===== src/multiplexed_scan_defs.vh =====
`ifndef MULTIPLEXED_SCAN_DEFS_VH
`define MULTIPLEXED_SCAN_DEFS_VH

// ==========================================================
// Register offsets
`define MS_ADDR_CTRL 3'h0
`define MS_ADDR_SRC_LO 3'h1
`define MS_ADDR_SRC_HI 3'h2
`define MS_ADDR_STATUS 3'h3
`define MS_ADDR_RES_LO 3'h4
`define MS_ADDR_RES_HI 3'h5
`define MS_ADDR_AREA 3'h6

// ==========================================================
// Control register fields
`define MS_CTRL_CODE_LSB 0
`define MS_CTRL_CODE_MSB 7
`define MS_CTRL_DISP_EN 8
`define MS_CTRL_SW_EN 9
`define MS_CTRL_RESET 16'h0000

// Control code fields and limits
`define MS_CODE_LATCH_INV 0
`define MS_CODE_DATA_INV 1
`define MS_CODE_EIGHT 2
`define MS_CODE_MAX 8'h07

// ==========================================================
// Area register fields
`define MS_AREA_SRC_LO_LSB 0
`define MS_AREA_SRC_HI_LSB 2
`define MS_AREA_RES_LO_LSB 4
`define MS_AREA_RES_HI_LSB 6
`define MS_AREA_RESET 16'h0000

// ==========================================================
// Status register fields
`define MS_STAT_DISP_BUSY 0
`define MS_STAT_SW_BUSY 1
`define MS_STAT_ERROR 2
`define MS_STAT_DISP_DONE 3
`define MS_STAT_SW_DONE 4

// ==========================================================
// Display output word fields
`define MS_DISP_DONE8 12
`define MS_DISP_DONE4 8

// Switch output word fields
`define MS_SW_LATCH_BIT 4
`define MS_SW_DONE_BIT 5

// ==========================================================
// Sequence lengths in scan steps
`define MS_DISP_STEPS 12
`define MS_DISP_PHASES 3
`define MS_SW_STEPS 20
`define MS_SW_FIRST_SEL 2
`define MS_SW_COMMIT 18
`define MS_SW_DONE_STEP 19

`endif


===== src/multiplexed_display_and_switch_scan.v =====
`timescale 1ns/1ns
`include "multiplexed_scan_defs.vh"

// Overview of operation
// - Control 000-007; bit two selects eight digits
// - Eight digits use two words, upper second
// - Idle when disabled or in error; else drive source digits
// - Full refresh every twelve steps, then repeat
// - Four shared data lines (eight with eight digits), one latch per digit position
// - Bits 0-3 data, bits 4-7 latches
// - Round done on bit 12 or 8
// - Both sequences restart at step zero on reset
// - Display busy flag high while executing
// - Error on bad code or split areas
// - Switch reader fills two result words
// - Switch reading completes in twenty steps
// - Switch reader uses six outputs, eight inputs
// - Switch output 5 marks round complete
// - Switch busy flag high while executing

module multiplexed_display_and_switch_scan
(
  input wire mclk_in,
  input wire rst_in,
  input wire [2:0] reg_addr_in,
  input wire [15:0] reg_wdata_in,
  input wire reg_wr_in,
  input wire reg_rd_in,
  output wire [15:0] reg_rdata_out,
  output wire [15:0] display_word_out,
  input wire [7:0] switch_input_word_in,
  output wire [5:0] switch_output_word_out,
  output wire display_busy_flag_out,
  output wire switch_busy_flag_out,
  output wire error_flag_out
);

  // ==========================================================
  // Registers
  reg [15:0] ctrl_ff;
  reg [15:0] src_lo_ff;
  reg [15:0] src_hi_ff;
  reg [15:0] area_ff;
  reg [15:0] rdata_ff;
  reg [15:0] disp_word_ff;
  reg [1:0] digit_ff;
  reg [1:0] phase_ff;
  reg [15:0] nxt_word;
  reg [15:0] nxt_rdata;

  wire [7:0] code = ctrl_ff[`MS_CTRL_CODE_MSB:`MS_CTRL_CODE_LSB];
  wire disp_en = ctrl_ff[`MS_CTRL_DISP_EN];
  wire sw_en = ctrl_ff[`MS_CTRL_SW_EN];
  wire eight = code[`MS_CODE_EIGHT];
  wire data_inv = code[`MS_CODE_DATA_INV];
  wire latch_inv = code[`MS_CODE_LATCH_INV];

  wire [1:0] src_lo_area = area_ff[`MS_AREA_SRC_LO_LSB+1:`MS_AREA_SRC_LO_LSB];
  wire [1:0] src_hi_area = area_ff[`MS_AREA_SRC_HI_LSB+1:`MS_AREA_SRC_HI_LSB];
  wire [1:0] res_lo_area = area_ff[`MS_AREA_RES_LO_LSB+1:`MS_AREA_RES_LO_LSB];
  wire [1:0] res_hi_area = area_ff[`MS_AREA_RES_HI_LSB+1:`MS_AREA_RES_HI_LSB];

  // ==========================================================
  // Operand checks
  wire code_bad = (code > `MS_CODE_MAX);
  wire src_split = eight && (src_lo_area != src_hi_area);
  wire disp_err = code_bad || src_split;
  wire res_split = (res_lo_area != res_hi_area);
  wire disp_run = disp_en && !disp_err;
  wire sw_run = sw_en && !res_split;

  // ==========================================================
  // Display step counter: four digits, three phases each
  wire last_phase = (phase_ff == 2'd`MS_DISP_PHASES - 2'd1);
  wire last_step = last_phase && (digit_ff == 2'h3);

  always @(posedge mclk_in)
  begin
    if (rst_in)
    begin
      digit_ff <= 2'h0;
      phase_ff <= 2'h0;
    end
    else if (disp_run)
    begin
      if (last_phase)
      begin
        phase_ff <= 2'h0;
        digit_ff <= digit_ff + 2'h1;
      end
      else
        phase_ff <= phase_ff + 2'h1;
    end
  end

  // ==========================================================
  // Digit selection
  wire [15:0] sh_lo = src_lo_ff >> {digit_ff, 2'b00};
  wire [15:0] sh_hi = src_hi_ff >> {digit_ff, 2'b00};
  wire [3:0] dig_lo = sh_lo[3:0];
  wire [3:0] dig_hi = sh_hi[3:0];
  wire [3:0] strobe_onehot = 4'h1 << digit_ff;

  // ==========================================================
  // Display word composition
  always @*
  begin
    nxt_word = 16'h0000;
    // Data on lines from phase 0, held through the strobe and after
    nxt_word[3:0] = dig_lo ^ {4{data_inv}};
    if (phase_ff == 2'h1)
      nxt_word[7:4] = strobe_onehot ^ {4{latch_inv}};
    else
      nxt_word[7:4] = {4{latch_inv}};
    if (eight)
    begin
      nxt_word[11:8] = dig_hi ^ {4{data_inv}};
      nxt_word[`MS_DISP_DONE8] = last_step;
    end
    else
      nxt_word[`MS_DISP_DONE4] = last_step;
  end

  always @(posedge mclk_in)
  begin
    if (rst_in)
      disp_word_ff <= 16'h0000;
    else if (disp_run)
      disp_word_ff <= nxt_word;
  end

  // ==========================================================
  // Switch reader
  wire [15:0] res_lo;
  wire [15:0] res_hi;
  wire sw_busy;
  wire sw_done;

  thumbwheel_reader u_reader
  (
    .mclk_in(mclk_in),
    .rst_in(rst_in),
    .run_in(sw_run),
    .switch_input_word_in(switch_input_word_in),
    .switch_output_word_out(switch_output_word_out),
    .result_lo_out(res_lo),
    .result_hi_out(res_hi),
    .busy_out(sw_busy),
    .done_out(sw_done)
  );

  // ==========================================================
  // Register writes
  always @(posedge mclk_in)
  begin
    if (rst_in)
    begin
      ctrl_ff <= `MS_CTRL_RESET;
      src_lo_ff <= 16'h0000;
      src_hi_ff <= 16'h0000;
      area_ff <= `MS_AREA_RESET;
    end
    else if (reg_wr_in)
    begin
      if (reg_addr_in == `MS_ADDR_CTRL)
        ctrl_ff <= {6'h00, reg_wdata_in[9:0]};
      else if (reg_addr_in == `MS_ADDR_SRC_LO)
        src_lo_ff <= reg_wdata_in;
      else if (reg_addr_in == `MS_ADDR_SRC_HI)
        src_hi_ff <= reg_wdata_in;
      else if (reg_addr_in == `MS_ADDR_AREA)
        area_ff <= {8'h00, reg_wdata_in[7:0]};
    end
  end

  // ==========================================================
  // Register reads, data one cycle later
  wire disp_done = eight ? disp_word_ff[`MS_DISP_DONE8] : disp_word_ff[`MS_DISP_DONE4];

  always @*
  begin
    nxt_rdata = 16'h0000;
    if (reg_addr_in == `MS_ADDR_CTRL)
      nxt_rdata = ctrl_ff;
    else if (reg_addr_in == `MS_ADDR_SRC_LO)
      nxt_rdata = src_lo_ff;
    else if (reg_addr_in == `MS_ADDR_SRC_HI)
      nxt_rdata = src_hi_ff;
    else if (reg_addr_in == `MS_ADDR_STATUS)
    begin
      nxt_rdata[`MS_STAT_DISP_BUSY] = disp_run;
      nxt_rdata[`MS_STAT_SW_BUSY] = sw_busy;
      nxt_rdata[`MS_STAT_ERROR] = error_flag_out;
      nxt_rdata[`MS_STAT_DISP_DONE] = disp_done;
      nxt_rdata[`MS_STAT_SW_DONE] = sw_done;
    end
    else if (reg_addr_in == `MS_ADDR_RES_LO)
      nxt_rdata = res_lo;
    else if (reg_addr_in == `MS_ADDR_RES_HI)
      nxt_rdata = res_hi;
    else if (reg_addr_in == `MS_ADDR_AREA)
      nxt_rdata = area_ff;
  end

  always @(posedge mclk_in)
  begin
    if (rst_in)
      rdata_ff <= 16'h0000;
    else if (reg_rd_in)
      rdata_ff <= nxt_rdata;
    else
      rdata_ff <= 16'h0000;
  end

  // ==========================================================
  // Outputs
  assign reg_rdata_out = rdata_ff;
  assign display_word_out = disp_word_ff;
  assign display_busy_flag_out = disp_run;
  assign switch_busy_flag_out = sw_busy;
  assign error_flag_out = (disp_en && disp_err) || (sw_en && res_split);

endmodule


===== src/thumbwheel_reader.v =====
`timescale 1ns/1ns
`include "multiplexed_scan_defs.vh"

module thumbwheel_reader
(
  input wire mclk_in,
  input wire rst_in,
  input wire run_in,
  input wire [7:0] switch_input_word_in,
  output wire [5:0] switch_output_word_out,
  output wire [15:0] result_lo_out,
  output wire [15:0] result_hi_out,
  output wire busy_out,
  output wire done_out
);

  reg [4:0] step_ff;
  reg [5:0] word_ff;
  reg [15:0] acc_lo_ff;
  reg [15:0] acc_hi_ff;
  reg [15:0] res_lo_ff;
  reg [15:0] res_hi_ff;
  reg [5:0] nxt_word;
  wire [15:0] nxt_acc_lo;
  wire [15:0] nxt_acc_hi;
  wire [3:0] sw_lo = switch_input_word_in[3:0];
  wire [3:0] sw_hi = switch_input_word_in[7:4];

  wire [4:0] rel = step_ff - 5'h02;
  wire [1:0] pair = rel[3:2];
  wire [1:0] phase = rel[1:0];
  wire in_sel = (step_ff >= 5'd`MS_SW_FIRST_SEL) && (step_ff < 5'd`MS_SW_COMMIT);
  wire sample = run_in && in_sel && (phase == 2'h1);

  // ==========================================================
  // Step counter
  always @(posedge mclk_in)
  begin
    if (rst_in)
      step_ff <= 5'h00;
    else if (run_in)
    begin
      if (step_ff == 5'd`MS_SW_DONE_STEP)
        step_ff <= 5'h00;
      else
        step_ff <= step_ff + 5'h01;
    end
  end

  // ==========================================================
  // Output word: latch, per-digit-pair read select, round done
  always @*
  begin
    nxt_word = 6'h00;
    if (step_ff < 5'd`MS_SW_FIRST_SEL)
      nxt_word[`MS_SW_LATCH_BIT] = 1'b1;
    if (in_sel && (phase != 2'h3))
      nxt_word[pair] = 1'b1;
    if (step_ff == 5'd`MS_SW_DONE_STEP)
      nxt_word[`MS_SW_DONE_BIT] = 1'b1;
  end

  always @(posedge mclk_in)
  begin
    if (rst_in)
      word_ff <= 6'h00;
    else if (run_in)
      word_ff <= nxt_word;
  end

  // ==========================================================
  // Nibble capture, one entry per digit pair
  genvar g;
  generate
    for (g = 0; g < 4; g = g + 1)
    begin : g_nib
      localparam [1:0] IDX = g;
      wire take = sample && (pair == IDX);
      assign nxt_acc_lo[g*4+3:g*4] = take ? sw_lo : acc_lo_ff[g*4+3:g*4];
      assign nxt_acc_hi[g*4+3:g*4] = take ? sw_hi : acc_hi_ff[g*4+3:g*4];
    end
  endgenerate

  always @(posedge mclk_in)
  begin
    if (rst_in)
    begin
      acc_lo_ff <= 16'h0000;
      acc_hi_ff <= 16'h0000;
    end
    else
    begin
      acc_lo_ff <= nxt_acc_lo;
      acc_hi_ff <= nxt_acc_hi;
    end
  end

  // ==========================================================
  // Result commit once all digits are in
  always @(posedge mclk_in)
  begin
    if (rst_in)
    begin
      res_lo_ff <= 16'h0000;
      res_hi_ff <= 16'h0000;
    end
    else if (run_in && (step_ff == 5'd`MS_SW_COMMIT))
    begin
      res_lo_ff <= acc_lo_ff;
      res_hi_ff <= acc_hi_ff;
    end
  end

  assign switch_output_word_out = word_ff;
  assign result_lo_out = res_lo_ff;
  assign result_hi_out = res_hi_ff;
  assign busy_out = run_in;
  assign done_out = word_ff[`MS_SW_DONE_BIT];

endmodule


===== config.mk =====
export PLATFORM = sky130hd
export DESIGN_NAME = multiplexed_display_and_switch_scan
export DESIGN_NICKNAME = d
export VERILOG_FILES = /design/src/multiplexed_display_and_switch_scan.v /design/src/thumbwheel_reader.v
export VERILOG_INCLUDE_DIRS = /design/src
export SDC_FILE = /design/constraint.sdc
export NUM_CORES = 1
export LEC_CHECK = 0
export BUFFER_PORTS_ARGS = -buffer_cell sky130_fd_sc_hd__buf_2
export CAP_MARGIN = 25
export CORE_ASPECT_RATIO = 0.9
export CORE_MARGIN = 10
export CORE_UTILIZATION = 55
export CTS_BUF_LIST = sky130_fd_sc_hd__clkbuf_8
export CTS_CLUSTER_SIZE = 20
export DETAILED_ROUTE_END_ITERATION = 6
export PLACE_DENSITY = 0.71
export SETUP_SLACK_MARGIN = 0.02
export SYNTH_ARGS = -nofsm -noshare
export SYNTH_HDL_FRONTEND = slang
export SYNTH_HIERARCHICAL = 1
export SYNTH_SLANG_ARGS = --single-unit
export TNS_END_PERCENT = 1

===== constraint.sdc =====
create_clock -name mclk_in -period 3.2 [get_ports mclk_in]
set_input_delay 0.64 -clock mclk_in [delete_from_list [all_inputs] [get_ports mclk_in]]
set_output_delay 0.64 -clock mclk_in [all_outputs]
set_load 0.02 [all_outputs]

==> key figures <==
CTS
  • # hold bufs at CTS: 0
  • Clock latency on the worst-skew pair: between 0.4 and 0.5 ns
  • Setup Buffers After CTS: 0
  • CTS root buf: clkbuf_8
  • Clock slew at reported path FFs: approximately 0.080 ns
  • TritonCTS Sinks: between 150 and 200
  • CTS tree: done
  • CTS max path bufs: 2
  • # H-tree levels: 4
  • PostCTS Resize Cnt: 0
  • CTS Buf Count: 17

Die
  • IO Count: around 70
  • Die Span Y: around 130 microns
  • Die extent in x: 140 microns
  • Core footprint: around 0.013 sq mm
  • Row cnt: 39
  • Die Footprint: 0.0180 sq mm
  • Initial core utilization: 56.3%

Cells and area
  • Antenna fix cells: 0
  • Finished Layout Cells: about 1.0k
  • Layout fillers: around 1.1k
  • Total area of sequential cells: roughly 0.0032 sq mm
  • Area of the multi-input gates: around 0.0037 sq mm
  • Nets: ~900
  • Layout cells sized above 1: 16.2%
  • Synth-to-layout area growth: 11.2%

Place
  • Setup WS pre-CTS: 0.676 ns
  • IO buf count: 68
  • Placed insts: ~1k
  • GPL Wtd Cong: between 0.9 and 1
  • DP HPWL: roughly 14000 microns

Routing
  • Drt wl/cell: 18.4 microns
  • Drt total wl: 19000 microns
  • First-pass DRT Iterations: 5
  • Iteration-0 DRC Markers: roughly 580
  • DR vias: roughly 6k
  • Post-route ant nets: 0
  • Avg Vias per Cell: 5.81
  • Drt drc: 0

Timing
  • Max Clock Skew: approximately 0.013 ns
  • RSZ-0062 raised after global routing: no
  • Worst-margin pin slew: about 1.1 ns
  • Post-route clock period utilization: 94.5%
  • Slew headroom: roughly 28%
  • Final Slew Violations: 0
  • Min cycle time layout: just over 3 ns
  • TNS Setup: 0 ns
  • Fin. Hold Viols: 0
  • Achievable frequency: roughly 0.33 GHz
  • Final setup fails: 0
  • Worst setup margin: between 0.15 and 0.2 ns

Global routing
  • Grt total ovfl: 0
  • First-pass GRT wire length: about 30000 microns
  • All-Layer GR Usage: 20.7%
  • Initial antenna violation count: 0
  • Vias in the first global route: approximately 5.8k
  • Met2 Resource Use GR: 31.8%
  • GR Util met1: between 20% and 30%
  • Most Used Layer, Global Route: met2
  • Pin count of the biggest net entering global routing: 56
  • M3 GR Usage: under 10%

Yosys
  • Post-synthesis average cell area: a little under 9 sq um
  • Flops & latches, synth: ~160
  • Synth Flop Type: dfxtp_1
  • Yosys warns: 6
  • Yosys cell types: between 50 and 60
  • Async set-or-reset flop fraction in the synthesized netlist: 0%
  • Gate Count Post-Synth: ~820
  • Post-synthesis sequential area ratio: approximately 44%
  • Netlist Area Pre-Place: about 0.007 sq mm
  • Number of flops mapped to enable cells by yosys: 0

Critical path
  • Crit path DAT: approximately 2.4 ns
  • Buf+Inv Stages, Crit Path: 1
  • CP max-delay cell: or4b_4
  • CP peak stage delay: slightly below 0.6 ns
  • CP top delay family: simple AND/OR/NAND/NOR gates
  • Start of the worst register-to-register path: area_ff[4]
  • CP max FO: 10
  • Crit path launch: ctrl_ff[3]
  • Flop2flop setup slack: a little over 0.8 ns
  • Worst setup SP type: flip-flop
  • Crit path capture type: primary output
  • CP required: ~2.6 ns
  • Setup CP Type: reg2out
  • Worst path cell trace: or3_4 > or4b_4 > nor2_2 > buf_2

Power
  • Net Sw Frac: a little under a quarter
  • Internal: 3020 uW
  • Flop pwr share: 51.0%
  • Leakage: a little over 0.003 uW
  • Clock share of power: between 40% and 50%
  • Proportion of power drawn by combinational gates: just over 6%
  • Pwr dens: ~490 mW/mm^2
  • NetSw: 914 uW
  • Worst vdd ir: around 0.00030 V

Status
  • Status: finished clean

Worst hold path
  • Worst hold start: reg_wdata_in[13]
  • Worst hold path class: in2reg

Flow run
  • Max-cap viol count: 0
routing by layer:
layer | wire length [microns] | share of wire [%] | vias up
met5 | 0 | 0 | -
met4 | 198 | 1.0 | 0
li1 | - | - | 2872
met3 | 1540 | 8.1 | 24
met2 | 8590 | 45 | 221
met1 | 8720 | 46 | 2892
power by group through the flow:
stage          Sequential (uW)  Clock, uW  Combinational (uW)
2_1_floorplan             2050          0                 154
3_3_place_gp              2050          0                 233
3_5_place_dp              2050          0                 238
4_1_cts                   2000       1710                 239
5_1_grt                   2010       1780                 261
6_report                  2010       1690                 243
through the flow:
stage               instance area (sq um)  hold slack, ns  total power [uW]  utilization, %
floorplan                            7180           0.432              2200               -
global placement                     7520           0.437              2280            59.1
detailed placement                   7520           0.445              2290            59.1
CTS                                  7980           0.414              3960            62.7
global route                         7980           0.416              4050            62.7
finish                               7980           0.434              3930            62.7
worst paths after layout:
path | cells past startpoint | end
setup / recovery | 4 | display_busy_flag_out
hold / removal | 3 | src_hi_ff[13]
setup reg to reg | 6 | u_reader/acc_lo_ff[1]
hold reg to reg | 2 | u_reader/result_lo_out[15]
cells in the mapped netlist, drive strengths merged (2+ instances only):
cell	count	area [sq um]
and2	2	12.5
nand2	185	694
and3	5	31.3
nand3	10	60.1
nor2b	6	37.5
o21ai	13	68.8
xor2	13	114
ha	10	125
clkbuf	45	169
nor3	3	15.0
buf	23	151
mux2	3	33.8
nor2	21	81.3
xnor2	6	52.6
inv	7	26.3
dfxtp	158	3160
mux4	11	248
nor4b	2	38.8
nand4	8	56.3
o211ai	2	15.0
nand3b	8	60.1
mux2i	52	521
or3	2	17.5
a211oi	22	165
nor3b	4	40.0
a21oi	124	624
o22a	6	52.6
a22oi	6	45.0
o2bb2ai	4	35.0
nand2b	51	327
final cells by class:
type | instances | share of cell area [%]
Clock buffer | 22 | 3.79
Clock inverter | 10 | 1.98
Inverter | 7 | 0.329
Multi-Input combinational cell | 592 | 46.1
Sequential cell | 158 | 39.6
Tap cell | 164 | 2.57
Timing Repair Buffer | 82 | 5.61
registers in the layout, indices dropped and copies added (netlist names), 5 cells and up:
register and count:
u_reader/result_lo_out 16, reg_rdata_out 16, src_hi_ff 16, u_reader/acc_hi_ff 16, src_lo_ff 16, u_reader/step_ff 5
ctrl_ff 10, u_reader/result_hi_out 16, u_reader/switch_output_word_out 6, area_ff 8, u_reader/acc_lo_ff 16, display_word_out 13
worst register-to-register path, cell delays in order, from the launching register on:
cell and delay (ns):
dfxtp_1 0.33, xor2_1 0.20, nor3b_2 0.39, nand2_1 0.20
a21oi_2 0.26, and4_1 0.64, mux2i_1 0.28
cells in the final DEF, fill, tap and decap left out, types with 2 or more instances in the layout:
| cell | count |
|---|---|
| nand2_1 | 185 |
| dfxtp_1 | 158 |
| a21oi_1 | 123 |
| buf_2 | 67 |
| mux2i_1 | 52 |
| nand2b_1 | 50 |
| a211oi_1 | 22 |
| clkbuf_8 | 22 |
| nor2_1 | 20 |
| buf_4 | 15 |
| xor2_1 | 13 |
| o21ai_0 | 11 |
| mux4_2 | 11 |
| ha_1 | 10 |
| inv_1 | 8 |
| nand3_1 | 8 |
| nand3b_1 | 8 |
| nand4_1 | 7 |
| nor2b_1 | 6 |
| xnor2_1 | 6 |
| a22oi_1 | 6 |
| o22a_1 | 6 |
| and3_1 | 5 |
| o2bb2ai_1 | 4 |
| bufinv_16 | 4 |
| nor3b_2 | 3 |
| nor3_1 | 3 |
| conb_1 | 3 |
| and2_1 | 2 |
| mux2_2 | 2 |
| o211ai_1 | 2 |
| clkinv_2 | 2 |
| clkinvlp_4 | 2 |
| nand3_2 | 2 |
logic make-up after synthesis:
| logic type | share of synthesized area, % |
|---|---|
| multiplexers | 11.2 |
| AND/OR/NAND/NOR | 21.2 |
| XOR/XNOR | 2.32 |
| other | 0.0523 |
| adder cells (fa/ha/maj) | 1.74 |
| flip-flops | 44.1 |
| buffers and inverters | 4.83 |
| AO/OA/AOI/OAI | 14.6 |
(Power assumes the default switching activity.)
